File: src/mabce_pkg.sv
// constants and types for the 8-bit core execution and decode block
// assumes a single 100 MHz clock domain shared by program and data memory
`default_nettype none

package mabce_pkg;

	localparam int PC_W        = 12;
	localparam int STACK_DEPTH = 6;
	localparam int STK_W       = PC_W + 2;

	localparam logic [2:0]  SP_EMPTY   = 3'h0;
	localparam logic [2:0]  SP_FULL    = 3'h6;
	localparam logic [11:0] RESET_PC   = 12'h000;
	localparam logic [7:0]  IDX_X_ADDR = 8'h80;
	localparam logic [7:0]  SD_BASE    = 8'h80;
	localparam logic [7:0]  ACC_ADDR   = 8'hFF;

	// opcode field positions
	localparam int F_COND_HI = 2;
	localparam int F_COND_LO = 0;
	localparam int F_DIR     = 3;
	localparam int F_SPAN_HI = 7;
	localparam int F_SPAN_LO = 4;
	localparam int F_BIT_HI  = 7;
	localparam int F_BIT_LO  = 5;
	localparam int F_POL     = 4;
	localparam int F_IDX     = 4;
	localparam int F_MODE    = 4;
	localparam int F_REG_HI  = 7;
	localparam int F_REG_LO  = 6;
	localparam int F_GRP_HI  = 5;
	localparam int F_GRP_LO  = 4;
	localparam int F_NIB_HI  = 3;
	localparam int F_NIB_LO  = 0;

	// low nibble codes
	localparam logic [2:0] LOW_CALLJP = 3'h1;
	localparam logic [3:0] NIB_BTB    = 4'h3;
	localparam logic [3:0] NIB_BSR    = 4'hB;
	localparam logic [3:0] NIB_INC    = 4'h5;
	localparam logic [3:0] NIB_DEC    = 4'hD;
	localparam logic [3:0] NIB_IND    = 4'h7;
	localparam logic [3:0] NIB_DIR    = 4'hF;

	// short branch conditions
	localparam logic [2:0] COND_NZ = 3'h0;
	localparam logic [2:0] COND_NC = 3'h2;
	localparam logic [2:0] COND_Z  = 3'h4;
	localparam logic [2:0] COND_C  = 3'h6;

	// arithmetic group operation field
	localparam logic [2:0] ALU_ADD = 3'h0;
	localparam logic [2:0] ALU_AND = 3'h1;
	localparam logic [2:0] ALU_CP  = 3'h2;
	localparam logic [2:0] ALU_SUB = 3'h3;
	localparam logic [2:0] ALU_INC = 3'h4;
	localparam logic [2:0] ALU_DEC = 3'h5;
	localparam logic [2:0] ALU_CLR = 3'h6;
	localparam logic [2:0] ALU_ACC = 3'h7;

	localparam logic [7:0] OP_CPL_ACC     = 8'hE7;
	localparam logic [7:0] OP_ROT_CARRY   = 8'hF7;
	localparam logic [7:0] OP_SHIFT_ARITH = 8'hEF;

	// control group: group field 1 selects by register field, 2 is wait
	localparam logic [1:0] GRP_SDI  = 2'h0;
	localparam logic [1:0] GRP_CTL  = 2'h1;
	localparam logic [1:0] GRP_WAIT = 2'h2;
	localparam logic [1:0] CTL_NOP  = 2'h0;
	localparam logic [1:0] CTL_RET  = 2'h1;
	localparam logic [1:0] CTL_RET_INT = 2'h2;
	localparam logic [1:0] CTL_STOP = 2'h3;

	localparam logic [11:0] LEN_1 = 12'h001;
	localparam logic [11:0] LEN_2 = 12'h002;
	localparam logic [11:0] LEN_3 = 12'h003;

	localparam logic [2:0] CYC_FIRST = 3'h1;
	localparam logic [2:0] CYC_SHORT = 3'h2;
	localparam logic [2:0] CYC_STD   = 3'h4;
	localparam logic [2:0] CYC_BTB   = 3'h5;

	typedef enum logic [2:0] {
		ST_FETCH, ST_DECODE, ST_PTR, ST_OPER, ST_PAD, ST_HALT
	} mabce_state_t;

	typedef enum logic [2:0] {
		CL_REL, CL_JMP, CL_BTB, CL_BSR, CL_SDI, CL_ALU, CL_ACC
	} mabce_class_t;

endpackage

`default_nettype wire

File: src/mabce_core.sv
// execution and decode core: arithmetic, branches, bit ops, control
// assumes program and data memory answer in the same cycle as the request
//
// Operation
// - add, and, compare, subtract use accumulator and memory or immediate byte.
// - clear, decrement, increment reach any of 256 data addresses.
// - complement, rotate and shift act on the accumulator only.
// - add, and, compare, subtract take 4 cycles, update zero and carry.
// - increment and decrement take 4 cycles, update zero, keep carry.
// - memory clear is 3 bytes, 4 cycles, no flags; accumulator clear 2 bytes.
// - shift is 2 bytes; complement, rotate 1 byte; 4 cycles, both flags.
// - conditional branches jump only when condition holds, else fall through.
// - four short branches on carry and zero, 1 byte, 2 cycles, flags kept.
// - short displacement spans -15 to +16 locations.
// - bit-test branches on bit clear or set, 3 bytes, 5 cycles.
// - bit-test displacement is 8-bit signed, range -126 to +129.
// - bit-test copies tested bit into carry, zero unchanged.
// - bit set or clear reaches any bit of any data location.
// - bit set and clear are 2 bytes, 4 cycles, flags kept.
// - bit number is a 3-bit opcode field.
// - jump and call use a full 12-bit target.
// - no-op, return, wait, stop: 1 byte, 2 cycles, flags kept.
// - return from interrupt is 1 byte, 2 cycles, restores both flags.
// - with watchdog selected, stop acts as wait.
// - short branch opcode holds condition, direction bit and 4-bit span.
// - indirect forms take address from 80h or 81h by opcode bit 4.
// - short direct forms reach 80h to 83h selected by opcode.
`default_nettype none

module mabce_core (
	input  wire logic        CLK_I,
	input  wire logic        RST_I,
	input  wire logic [23:0] PM_DATA_I,
	input  wire logic [7:0]  DS_RDATA_I,
	input  wire logic        WDOG_SEL_I,
	input  wire logic        WAKE_I,
	output logic      [11:0] PM_ADDR_O,
	output logic             PM_RD_O,
	output logic      [7:0]  DS_ADDR_O,
	output logic             DS_RD_O,
	output logic             DS_WR_O,
	output logic      [7:0]  DS_WDATA_O,
	output logic      [7:0]  ACC_O,
	output logic             ZERO_O,
	output logic             CARRY_O,
	output logic      [11:0] PC_O,
	output logic             WAIT_O,
	output logic             STOP_O,
	output logic             DONE_O
);

	typedef struct packed {
		mabce_pkg::mabce_state_t                   st;
		logic [2:0]                                cnt;
		logic [2:0]                                lim;
		logic [11:0]                               pc;
		logic [11:0]                               ipc;
		logic [11:0]                               tgt;
		logic [7:0]                                op;
		logic [7:0]                                b1;
		logic [7:0]                                b2;
		logic [7:0]                                addr;
		logic                                      imm;
		logic [7:0]                                acc;
		logic                                      z;
		logic                                      c;
		logic [mabce_pkg::STACK_DEPTH-1:0]
			[mabce_pkg::STK_W-1:0]                 stk;
		logic [2:0]                                sp;
		logic [11:0]                               pm_addr;
		logic                                      pm_rd;
		logic [7:0]                                ds_addr;
		logic                                      ds_rd;
		logic                                      ds_wr;
		logic [7:0]                                ds_wdata;
		logic                                      wait_md;
		logic                                      stop_md;
		logic                                      done;
		logic                                      wd_s1;
		logic                                      wd_s2;
		logic                                      wk_s1;
		logic                                      wk_s2;
	} mabce_regs_t;

	localparam mabce_regs_t RST_VAL = '{
		st:      mabce_pkg::ST_FETCH,
		cnt:     mabce_pkg::CYC_FIRST,
		pm_addr: mabce_pkg::RESET_PC,
		pc:      mabce_pkg::RESET_PC,
		pm_rd:   1'b1,
		default: '0
	};

	mabce_regs_t cur;
	mabce_regs_t nx;

	function automatic mabce_pkg::mabce_class_t f_class(
		input logic [7:0] op
	);
		logic [3:0] nib;
		nib = op[mabce_pkg::F_NIB_HI:mabce_pkg::F_NIB_LO];
		if (!nib[0])
			return mabce_pkg::CL_REL;
		if (nib[2:0] == mabce_pkg::LOW_CALLJP)
			return mabce_pkg::CL_JMP;
		if (nib == mabce_pkg::NIB_BTB)
			return mabce_pkg::CL_BTB;
		if (nib == mabce_pkg::NIB_BSR)
			return mabce_pkg::CL_BSR;
		if (nib == mabce_pkg::NIB_INC || nib == mabce_pkg::NIB_DEC)
			return mabce_pkg::CL_SDI;
		if (op[mabce_pkg::F_BIT_HI:mabce_pkg::F_BIT_LO] == mabce_pkg::ALU_ACC)
			return mabce_pkg::CL_ACC;
		return mabce_pkg::CL_ALU;
	endfunction

	function automatic logic f_cond(
		input logic [2:0] cond,
		input logic       z,
		input logic       c
	);
		case (cond)
			mabce_pkg::COND_NZ: return !z;
			mabce_pkg::COND_NC: return !c;
			mabce_pkg::COND_Z:  return z;
			mabce_pkg::COND_C:  return c;
			default:            return 1'b0;
		endcase
	endfunction

	// ends the instruction and starts the fetch of the next one
	function automatic mabce_regs_t f_finish(
		input mabce_regs_t s,
		input logic [11:0] npc
	);
		mabce_regs_t r;
		r = s;
		r.pc = npc;
		r.pm_addr = npc;
		r.pm_rd = 1'b1;
		r.st = mabce_pkg::ST_FETCH;
		r.cnt = mabce_pkg::CYC_FIRST;
		r.done = 1'b1;
		return r;
	endfunction

	// the accumulator lives here; other addresses go out as a write
	function automatic mabce_regs_t f_wb(
		input mabce_regs_t s,
		input logic [7:0]  a,
		input logic [7:0]  v
	);
		mabce_regs_t r;
		r = s;
		if (a == mabce_pkg::ACC_ADDR) begin
			r.acc = v;
		end else begin
			r.ds_wr = 1'b1;
			r.ds_addr = a;
			r.ds_wdata = v;
		end
		return r;
	endfunction

	always_comb begin
		mabce_pkg::mabce_class_t cls;
		logic [7:0]  opnd;
		logic [8:0]  rslt;
		logic [11:0] tgt;
		logic [11:0] span;
		logic [2:0]  bsel;
		logic [2:0]  aop;
		logic [2:0]  idx;
		logic        bitv;
		nx = cur;
		cls = f_class(cur.op);
		opnd = cur.imm ? cur.b1 :
			(cur.addr == mabce_pkg::ACC_ADDR ? cur.acc : DS_RDATA_I);
		rslt = '0;
		tgt = cur.tgt;
		span = {8'h00, cur.op[mabce_pkg::F_SPAN_HI:mabce_pkg::F_SPAN_LO]};
		bsel = cur.op[mabce_pkg::F_BIT_HI:mabce_pkg::F_BIT_LO];
		aop = cur.op[mabce_pkg::F_BIT_HI:mabce_pkg::F_BIT_LO];
		idx = cur.sp - 3'h1;
		bitv = 1'b0;
		nx.wd_s1 = WDOG_SEL_I;
		nx.wd_s2 = cur.wd_s1;
		nx.wk_s1 = WAKE_I;
		nx.wk_s2 = cur.wk_s1;
		nx.pm_rd = 1'b0;
		nx.ds_rd = 1'b0;
		nx.ds_wr = 1'b0;
		nx.done = 1'b0;
		nx.cnt = cur.cnt + 3'h1;
		case (cur.st)
			mabce_pkg::ST_FETCH: begin
				nx.op = PM_DATA_I[7:0];
				nx.b1 = PM_DATA_I[15:8];
				nx.b2 = PM_DATA_I[23:16];
				nx.ipc = cur.pc;
				nx.imm = 1'b0;
				nx.lim = mabce_pkg::CYC_STD;
				nx.st = mabce_pkg::ST_DECODE;
			end
			mabce_pkg::ST_DECODE: begin
				case (cls)
					mabce_pkg::CL_REL: begin
						tgt = cur.op[mabce_pkg::F_DIR] ? cur.ipc - span
							: cur.ipc + mabce_pkg::LEN_1 + span;
						nx = f_finish(nx, f_cond(
							cur.op[mabce_pkg::F_COND_HI:mabce_pkg::F_COND_LO],
							cur.z, cur.c) ? tgt
							: cur.ipc + mabce_pkg::LEN_1);
					end
					mabce_pkg::CL_JMP: begin
						if (!cur.op[mabce_pkg::F_DIR]
								&& cur.sp != mabce_pkg::SP_FULL) begin
							nx.stk[cur.sp] = {cur.z, cur.c,
								cur.ipc + mabce_pkg::LEN_2};
							nx.sp = cur.sp + 3'h1;
						end
						nx.tgt = {cur.op[mabce_pkg::F_SPAN_HI:mabce_pkg::F_SPAN_LO],
							cur.b1};
						nx.st = mabce_pkg::ST_PAD;
					end
					mabce_pkg::CL_BTB, mabce_pkg::CL_BSR: begin
						nx.ds_addr = cur.b1;
						nx.addr = cur.b1;
						nx.ds_rd = (cur.b1 != mabce_pkg::ACC_ADDR);
						nx.lim = (cls == mabce_pkg::CL_BTB) ? mabce_pkg::CYC_BTB
							: mabce_pkg::CYC_STD;
						nx.tgt = cur.ipc + mabce_pkg::LEN_2;
						nx.st = mabce_pkg::ST_OPER;
					end
					mabce_pkg::CL_SDI: begin
						case (cur.op[mabce_pkg::F_GRP_HI:mabce_pkg::F_GRP_LO])
							mabce_pkg::GRP_SDI: begin
								nx.addr = mabce_pkg::SD_BASE | {6'h00,
									cur.op[mabce_pkg::F_REG_HI:mabce_pkg::F_REG_LO]};
								nx.ds_addr = nx.addr;
								nx.ds_rd = 1'b1;
								nx.tgt = cur.ipc + mabce_pkg::LEN_1;
								nx.st = mabce_pkg::ST_OPER;
							end
							mabce_pkg::GRP_CTL: begin
								nx = f_finish(nx, cur.ipc + mabce_pkg::LEN_1);
								case (cur.op[mabce_pkg::F_REG_HI:mabce_pkg::F_REG_LO])
									mabce_pkg::CTL_RET, mabce_pkg::CTL_RET_INT: begin
										if (cur.sp != mabce_pkg::SP_EMPTY) begin
											nx = f_finish(nx,
												cur.stk[idx][mabce_pkg::PC_W-1:0]);
											nx.sp = idx;
											if (cur.op[mabce_pkg::F_REG_HI]) begin
												nx.z = cur.stk[idx][mabce_pkg::STK_W-1];
												nx.c = cur.stk[idx][mabce_pkg::PC_W];
											end
										end else begin
											nx = f_finish(nx, mabce_pkg::RESET_PC);
										end
									end
									mabce_pkg::CTL_STOP: begin
										nx.st = mabce_pkg::ST_HALT;
										nx.pm_rd = 1'b0;
										nx.done = 1'b0;
										nx.stop_md = !cur.wd_s2;
										nx.wait_md = cur.wd_s2;
									end
									default: ;
								endcase
							end
							mabce_pkg::GRP_WAIT: begin
								nx = f_finish(nx, cur.ipc + mabce_pkg::LEN_1);
								nx.st = mabce_pkg::ST_HALT;
								nx.pm_rd = 1'b0;
								nx.done = 1'b0;
								nx.wait_md = 1'b1;
							end
							default: nx = f_finish(nx, cur.ipc + mabce_pkg::LEN_1);
						endcase
					end
					mabce_pkg::CL_ACC: begin
						nx.st = mabce_pkg::ST_PAD;
						nx.tgt = cur.ipc + mabce_pkg::LEN_1;
						case (cur.op)
							mabce_pkg::OP_CPL_ACC: begin
								rslt = {cur.acc[7], ~cur.acc};
							end
							mabce_pkg::OP_ROT_CARRY: begin
								rslt = {cur.acc, cur.c};
							end
							mabce_pkg::OP_SHIFT_ARITH: begin
								rslt = {cur.acc, 1'b0};
								nx.tgt = cur.ipc + mabce_pkg::LEN_2;
							end
							default: rslt = {cur.c, cur.acc};
						endcase
						nx.acc = rslt[7:0];
						nx.c = rslt[8];
						nx.z = (rslt[7:0] == 8'h00);
					end
					default: begin
						nx.tgt = cur.ipc + mabce_pkg::LEN_2;
						nx.st = mabce_pkg::ST_OPER;
						if (cur.op[mabce_pkg::F_NIB_HI:mabce_pkg::F_NIB_LO]
								== mabce_pkg::NIB_IND) begin
							nx.ds_addr = mabce_pkg::IDX_X_ADDR
								| {7'h00, cur.op[mabce_pkg::F_IDX]};
							nx.ds_rd = 1'b1;
							nx.tgt = cur.ipc + mabce_pkg::LEN_1;
							nx.st = mabce_pkg::ST_PTR;
						end else if (aop == mabce_pkg::ALU_CLR) begin
							nx.st = mabce_pkg::ST_PAD;
							if (cur.op[mabce_pkg::F_MODE]) begin
								nx = f_wb(nx, cur.b1, 8'h00);
								nx.tgt = cur.ipc + mabce_pkg::LEN_3;
							end else begin
								nx.acc = 8'h00;
								nx.z = 1'b1;
								nx.c = 1'b0;
							end
						end else if (cur.op[mabce_pkg::F_MODE]
								&& aop != mabce_pkg::ALU_INC
								&& aop != mabce_pkg::ALU_DEC) begin
							nx.imm = 1'b1;
						end else begin
							nx.addr = cur.b1;
							nx.ds_addr = cur.b1;
							nx.ds_rd = (cur.b1 != mabce_pkg::ACC_ADDR);
						end
					end
				endcase
			end
			mabce_pkg::ST_PTR: begin
				nx.addr = DS_RDATA_I;
				nx.ds_addr = DS_RDATA_I;
				nx.ds_rd = (DS_RDATA_I != mabce_pkg::ACC_ADDR);
				nx.st = mabce_pkg::ST_OPER;
			end
			mabce_pkg::ST_OPER: begin
				case (cls)
					mabce_pkg::CL_BTB: begin
						bitv = opnd[bsel];
						nx.c = bitv;
						tgt = (bitv == cur.op[mabce_pkg::F_POL])
							? cur.ipc + mabce_pkg::LEN_2 + 12'($signed(cur.b2))
							: cur.ipc + mabce_pkg::LEN_3;
					end
					mabce_pkg::CL_BSR: begin
						rslt = {1'b0, opnd};
						rslt[bsel] = cur.op[mabce_pkg::F_POL];
						nx = f_wb(nx, cur.addr, rslt[7:0]);
					end
					mabce_pkg::CL_SDI: begin
						rslt = cur.op[mabce_pkg::F_DIR] ? {1'b0, opnd - 8'h01}
							: {1'b0, opnd + 8'h01};
						nx = f_wb(nx, cur.addr, rslt[7:0]);
						nx.z = (rslt[7:0] == 8'h00);
					end
					default: begin
						case (aop)
							mabce_pkg::ALU_ADD: rslt = {1'b0, cur.acc} + {1'b0, opnd};
							mabce_pkg::ALU_AND: rslt = {1'b0, cur.acc & opnd};
							mabce_pkg::ALU_INC: rslt = {cur.c, opnd + 8'h01};
							mabce_pkg::ALU_DEC: rslt = {cur.c, opnd - 8'h01};
							default: rslt = {1'b0, cur.acc} - {1'b0, opnd};
						endcase
						nx.z = (rslt[7:0] == 8'h00);
						nx.c = rslt[8];
						if (aop == mabce_pkg::ALU_INC
								|| aop == mabce_pkg::ALU_DEC) begin
							nx = f_wb(nx, cur.addr, rslt[7:0]);
						end else if (aop != mabce_pkg::ALU_CP) begin
							nx.acc = rslt[7:0];
						end
					end
				endcase
				if (cur.cnt == cur.lim) begin
					nx = f_finish(nx, tgt);
				end else begin
					nx.tgt = tgt;
					nx.st = mabce_pkg::ST_PAD;
				end
			end
			mabce_pkg::ST_PAD: begin
				if (cur.cnt == cur.lim)
					nx = f_finish(nx, cur.tgt);
			end
			mabce_pkg::ST_HALT: begin
				nx.cnt = cur.cnt;
				if (cur.wk_s2) begin
					nx = f_finish(nx, cur.pc);
					nx.done = 1'b0;
					nx.wait_md = 1'b0;
					nx.stop_md = 1'b0;
				end
			end
			default: nx = RST_VAL;
		endcase
	end

	always_ff @(posedge CLK_I or posedge RST_I) begin
		if (RST_I)
			cur <= RST_VAL;
		else
			cur <= nx;
	end

	assign PM_ADDR_O  = cur.pm_addr;
	assign PM_RD_O    = cur.pm_rd;
	assign DS_ADDR_O  = cur.ds_addr;
	assign DS_RD_O    = cur.ds_rd;
	assign DS_WR_O    = cur.ds_wr;
	assign DS_WDATA_O = cur.ds_wdata;
	assign ACC_O      = cur.acc;
	assign ZERO_O     = cur.z;
	assign CARRY_O    = cur.c;
	assign PC_O       = cur.pc;
	assign WAIT_O     = cur.wait_md;
	assign STOP_O     = cur.stop_md;
	assign DONE_O     = cur.done;

endmodule // mabce_core

`default_nettype wire

File: config.mk
export PLATFORM = sky130hd
export DESIGN_NAME = mabce_core
export DESIGN_NICKNAME = d
export VERILOG_FILES = /design/src/mabce_pkg.sv /design/src/mabce_core.sv
export SDC_FILE = /design/constraint.sdc
export NUM_CORES = 1
export LEC_CHECK = 0
export BUFFER_PORTS_ARGS = -buffer_cell sky130_fd_sc_hd__buf_2
export CELL_PAD_IN_SITES_DETAIL_PLACEMENT = 1
export CELL_PAD_IN_SITES_GLOBAL_PLACEMENT = 2
export CORE_AREA = 2 2 245 247
export CTS_CLUSTER_DIAMETER = 50
export DETAILED_ROUTE_END_ITERATION = 8
export DIE_AREA = 0 0 247 249
export GPL_ROUTABILITY_DRIVEN = 0
export PLACE_DENSITY = 0.67
export SETUP_SLACK_MARGIN = 0.05
export SYNTH_ARGS = -nofsm -noshare
export SYNTH_HDL_FRONTEND = slang
export SYNTH_SLANG_ARGS = --single-unit
File: constraint.sdc
create_clock -name CLK_I -period 8.2 [get_ports CLK_I]
set_input_delay 0.41 -clock CLK_I [delete_from_list [all_inputs] [get_ports CLK_I]]
set_output_delay 0.41 -clock CLK_I [all_outputs]
set_load 0.005 [all_outputs]
== Word-level counts from Yosys, hierarchy flattened ==
Index checks and enable logic that the tools add are counted.

* Register bits after elaboration: 213

* Eq/ne operators: 101
* Reduce and logical (&&, ||, !) cells: 51
* Bitwise logic cells: 7
* $lt $le $gt $ge: 6
* Multiplexer cells: 150
* Add/sub/neg operators: 13

{| class="wikitable"
|+ Operators by type and width
! operator !! number
|-
| 213-bit two-way mux || 6
|-
| 110-bit case mux with 5 select lines || 1
|-
| 111-bit case mux with 3 select lines || 1
|-
| 78-bit two-way mux || 4
|-
| 87-bit case mux with 3 select lines || 1
|-
| 204-bit two-way mux || 1
|-
| 184-bit two-way mux || 1
|-
| 12-bit case mux with 5 select lines || 3
|-
| 24-bit case mux with 6 select lines || 1
|-
| 143-bit two-way mux || 1
|-
| 110-bit two-way mux || 1
|-
| 9-bit two-way mux || 12
|-
| 8-bit two-way mux || 12
|-
| 16-bit case mux with 3 select lines || 2
|-
| 87-bit two-way mux || 1
|-
| 84-bit bitwise mux || 1
|-
| 12-bit two-way mux || 7
|-
| 9-bit case mux with 3 select lines || 3
|-
| 16-bit case mux with 5 select lines || 1
|-
| 25-bit case mux with 3 select lines || 1
|-
| 12-bit case mux with 6 select lines || 1
|-
| 24-bit case mux with 3 select lines || 1
|-
| 69-bit two-way mux || 1
|-
| 30-bit two-way mux || 2
|-
| 95 further kinds || 262
|}

== Depth between registers and ports, before layout ==
* Depth after elaboration: 32
* Gate-level depth with buffers: 20

== Worst setup path before layout ==
Ideal clock, no wire load.

* Path type: register to register
* Start: register cur[139] (netlist name)
* End: register cur, in the netlist ZERO_O
* Cell stages (with the launch flop): 20
* Path slack: 4,405 ps
* Arrival time: 3,731 ps
* Library setup time: 64 ps
* Data required time: 8,136 ps
* Cell sequence: dfrtp_1 and4_1 buf_4 a211oi_2 or3_1 buf_4 clkinv_4 ha_1 nand2_1 o21ai_0 inv_1 fa_1 nor2b_1 o21ai_0 a21boi_0 nor2_1 o32a_1 or4b_1 nor4b_2 a21o_1

* Word-level cells in the longest chain between the ends: 10

{| class="wikitable"
|+ RTL lines
! item !! line !! RTL
|-
| start, declared || mabce_core.sv:94 || <nowiki>mabce_regs_t cur;</nowiki>
|-
| start signal, assigned || mabce_core.sv:405 || <nowiki>cur <= nx;</nowiki>
|-
| 8-bit equality test * || mabce_core.sv:178 || <nowiki>(cur.addr == mabce_pkg::ACC_ADDR ? cur.acc : DS_RDATA_I);</nowiki>
|-
| 8-bit two-way mux * || mabce_core.sv:178 ||
|-
| 8-bit two-way mux * || mabce_core.sv:177 || <nowiki>opnd = cur.imm ? cur.b1 :</nowiki>
|-
| 8-bit by 8-bit subtractor with 9-bit output, or another cell as far along || mabce_core.sv:365 || <nowiki>default: rslt = {1'b0, cur.acc} - {1'b0, opnd};</nowiki>
|-
| 9-bit case mux with 4 select lines || mabce_core.sv:360 || <nowiki>case (aop)</nowiki>
|-
| 9-bit two-way mux || mabce_core.sv:340 || <nowiki>case (cls)</nowiki>
|-
| 9-bit two-way mux || mabce_core.sv:195 || <nowiki>case (cur.st)</nowiki>
|-
| 8-bit logical NOT || mabce_core.sv:367 || <nowiki>nx.z = (rslt[7:0] == 8'h00);</nowiki>
|-
| 9-bit case mux with 3 select lines * || mabce_core.sv:340 ||
|-
| 110-bit case mux with 5 select lines * || mabce_core.sv:195 ||
|}

Every way passes the cells marked *; elsewhere a longest branch is shown, timed or not. The select of a mux whose other input is x is not followed.
A chain may end at the register's enable or synchronous reset.

== Worst setup path in the final report ==
* Start: register cur[135] (netlist name)
* End: register cur, in the netlist CARRY_O

* Word-level cells in the longest chain between the ends: 7

{| class="wikitable"
|+ RTL lines
! item !! line
|-
| 8-bit two-way mux * || mabce_core.sv:177
|-
| 8-bit by 8-bit subtractor with 9-bit output or 8-bit by 8-bit adder with 9-bit output (tied branches) || mabce_core.sv:365, mabce_core.sv:361
|-
| 9-bit case mux with 4 select lines || mabce_core.sv:360
|-
| 9-bit two-way mux || mabce_core.sv:340
|-
| 9-bit two-way mux || mabce_core.sv:195
|-
| 1-bit case mux with 2 select lines * || mabce_core.sv:340
|-
| 110-bit case mux with 5 select lines * || mabce_core.sv:195
|}

Marks and branches as above.

==> impl_metrics.tcl <==
set metrics [dict create \
    post-cts-setup-buffers 0 \
    grt_usage_pct 22.5 \
    clock_path_buffers 3 \
    status "finished with violations" \
    slew_violations 0 \
    portBuffers 91 \
    crit_end "CARRY_O" \
    drt_wl_total_um 69700 \
    utilization_pct 30.3 \
    setup_viol 0 \
    drt_iter0_drc 1156 \
    drive_gt1_share_pct 13.2 \
    nNetsFinal 1916 \
    start_kind "register" \
    synth_top_family_by_area "compound AO/OA/AOI/OAI gates" \
    critPathMaxFanout 15 \
    cts-resized-gates 0 \
    maxCapViolCount 0 \
    cp.required_ns 8.62 \
    hpwl_um 50800 \
    clk_latency_ns 0.59 \
    netlist_area_um2 15700 \
    netlist_top_cells_area "dfrtp_1 (33%), a22o_1 (5.6%), nand2_1 (4.9%)" \
    path_class "register to register" \
    async_flop_share_pct 100 \
    r2r_end "CARRY_O" \
    fin_setup_tns_ns 0 \
    clock.fmax_mhz 207 \
    hp-class "primary input to asynchronous set/reset pin" \
    antenna_found_initial 2 \
    vias_per_cell 5.80 \
    synthCells 1851 \
    rsz0062_at_grt "no" \
    post_synth_mux_area_share_pct 4.61 \
    yosysUniqueCellTypes 98 \
    final.min_clock_period_ns 4.83 \
    drtPass1Iterations 5 \
    num_rows 89 \
    area_growth_pct 13.0 \
    ff2ff_path_depth 15 \
    synth_top_cell_area_share_pct 33.4 \
    postSynthNetCount 1933 \
    slew_headroom_pct 12.1 \
    grt_max_degree 109 \
    yosysSeqAreaShare_pct 33.8 \
    vias 15300 \
    cp-end-kind "register" \
    antenna_cells 0 \
    cts_hold_buf 0 \
    powerDensity_nw_per_um2 421 \
    avgSynthCellArea_um2 8.49 \
    finalCritPeriodShare_pct 58.9 \
    yosys_warnings 0 \
    post_drt_wl_per_cell_um 26.5 \
    cts_root_buf "clkbuf_16" \
    worstMarginPinSlew_ns 1.31 \
    synth_compound_area_share_pct 27.3 \
    fp.dieW_um 247 \
    setup.worst_path.start "cur[135]" \
    hold_viol 20 \
    synth_ff_type "dfrtp_1" \
    r2r-start "cur[135]" \
    violations "negative hold slack" \
    die-area_um2 61500 \
    cts_num_sinks 212 \
    initial_utilization_pct 26.8 \
    ys_seq_elements 212 \
    die_h_um 249 \
    core-area_um2 58700 \
    tritoncts "built" \
    overflow 0 \
    skew_ns 0.0436 \
    synth_edf_count 0 \
    htreeDepth 2 \
    fin_hold_ws_ns -0.0422 \
    cts_buffers 37 \
    clkTransAtPathRegs_ns 0.05 \
    synthSimpleGateAreaFrac_pct 18.7 \
    leakage_nw 7.41 \
    synthAdderAreaFrac_pct 3.85 \
    drcViolationCount 0 \
    synth_xor_area_share_pct 4.68 \
    top_level_ports 92 \
    ant_nets 0 \
    cp.arrival_ns 5.25 \
    p_total_mw 7.47 \
    yosysTopAreaCell "dfrtp_1" \
    ir_drop_v 0.000193 \
    regToRegSetupSlack_ns 3.37 \
    grt_pass1_wl_um 105000 \
    grt_pass1_vias 15700 \
]
[cell usage after synthesis, types with 16 or more instances]
master,number
a21oi_1,104
a221oi_1,18
a22o_1,101
a22oi_1,34
a31oi_1,23
and2_1,21
and3_1,18
buf_4,52
clkbuf_1,109
dfrtp_1,210
ha_1,42
inv_1,38
mux2i_1,33
nand2_1,207
nand3_1,52
nand4_1,17
nor2_1,161
nor2b_1,20
nor3_1,40
o211ai_1,17
o21ai_0,128
o22ai_1,18
or3_1,16
xnor2_1,50
xor2_1,29
[sequential cells by signal (all words and copies together) (netlist names), 8 cells and up]
| register | count |
|---|---|
| DS_ADDR_O | 8 |
| PM_ADDR_O | 12 |
| cur | 156 |
| DS_WDATA_O | 8 |
| ACC_O | 8 |
| PC_O | 12 |
[layout make-up]
cell class	instances	area, um2
well taps	773	967
clock inverters	21	249
flip-flops and latches	212	5310
clock buffers	46	990
inverters	43	174
multi-input cells	1411	9330
fillers	6908	40900
repair buffers	129	741
[stage by stage]
step | instances | setup slack, ns | instance area (um2)
after detailed placement | 2568 | 3.47 | 16500
final | 2635 | 3.37 | 17800
after CTS | 2635 | 3.44 | 17800
after global placement | 2568 | 3.68 | 16500
after floorplan | 1851 | 2.00 | 15700
after global routing | 2635 | 2.93 | 17800
[routing by layer]
layer | track usage (%) | part of all wire, % | vias up
met5 | 0 | 0.019 | -
met3 | 3.62 | 5.4 | 114
li1 | - | - | 6806
met4 | 6.83 | 2.9 | 2
met1 | 31.6 | 46 | 7906
met2 | 35.3 | 46 | 446
[critical path: stages, from the launching register on]
cell and delay, ns:
dfrtp_1 0.66, inv_1 0.35, nor2_1 0.27, or3_1 0.39, clkinv_4 0.13, nor4_4 0.62, nor2_1 0.13, xnor2_1 0.16
ha_1 0.33, a21boi_0 0.16, o21a_1 0.20, o21ai_0 0.19, a21boi_0 0.15, or3_1 0.37, a41oi_1 0.39, a31oi_1 0.14
[placed cells by master (no fill, tap or decap), types with 17 or more instances in the layout]
cell,instances
a21oi_1,104
a221oi_1,18
a22o_1,101
a22oi_1,34
a31oi_1,23
and2_1,21
and3_1,18
buf_2,91
buf_4,38
clkbuf_16,37
dfrtp_1,209
ha_1,42
inv_1,37
mux2i_1,33
nand2_1,207
nand3_1,52
nand4_1,17
nor2_1,160
nor2b_1,20
nor3_1,39
o211ai_1,17
o21ai_0,128
o22ai_1,18
xnor2_1,49
xor2_1,29
[power breakdown]
part	switching (mW)	internal, mW	total, mW
clock	0.632	0.916	1.55
combinational	2.68	1.40	4.08
sequential	0.524	1.32	1.85
total	3.84	3.64	7.47
[how the worst min path moves through the flow]
stage,startpoint,end,cells past startpoint
after floorplan,cur[1],cur[0],1
after global placement,cur[1],cur[0],1
after detailed placement,cur[3],cur[2],1
after CTS,RST_I,DS_WR_O,2
after global routing,RST_I,DS_WR_O,2
final,RST_I,DS_WR_O,2
[logic make-up (layout without fill, tap and decap cells)]
family | Yosys count | after routing
compound gates | 611 | 611
xor+xnor | 81 | 81
fa+ha+maj | 46 | 46
buf+inv | 228 | 239
flops | 212 | 212
mux | 54 | 54
simple gates | 619 | 619
Power figures use the tool's default switching activity.
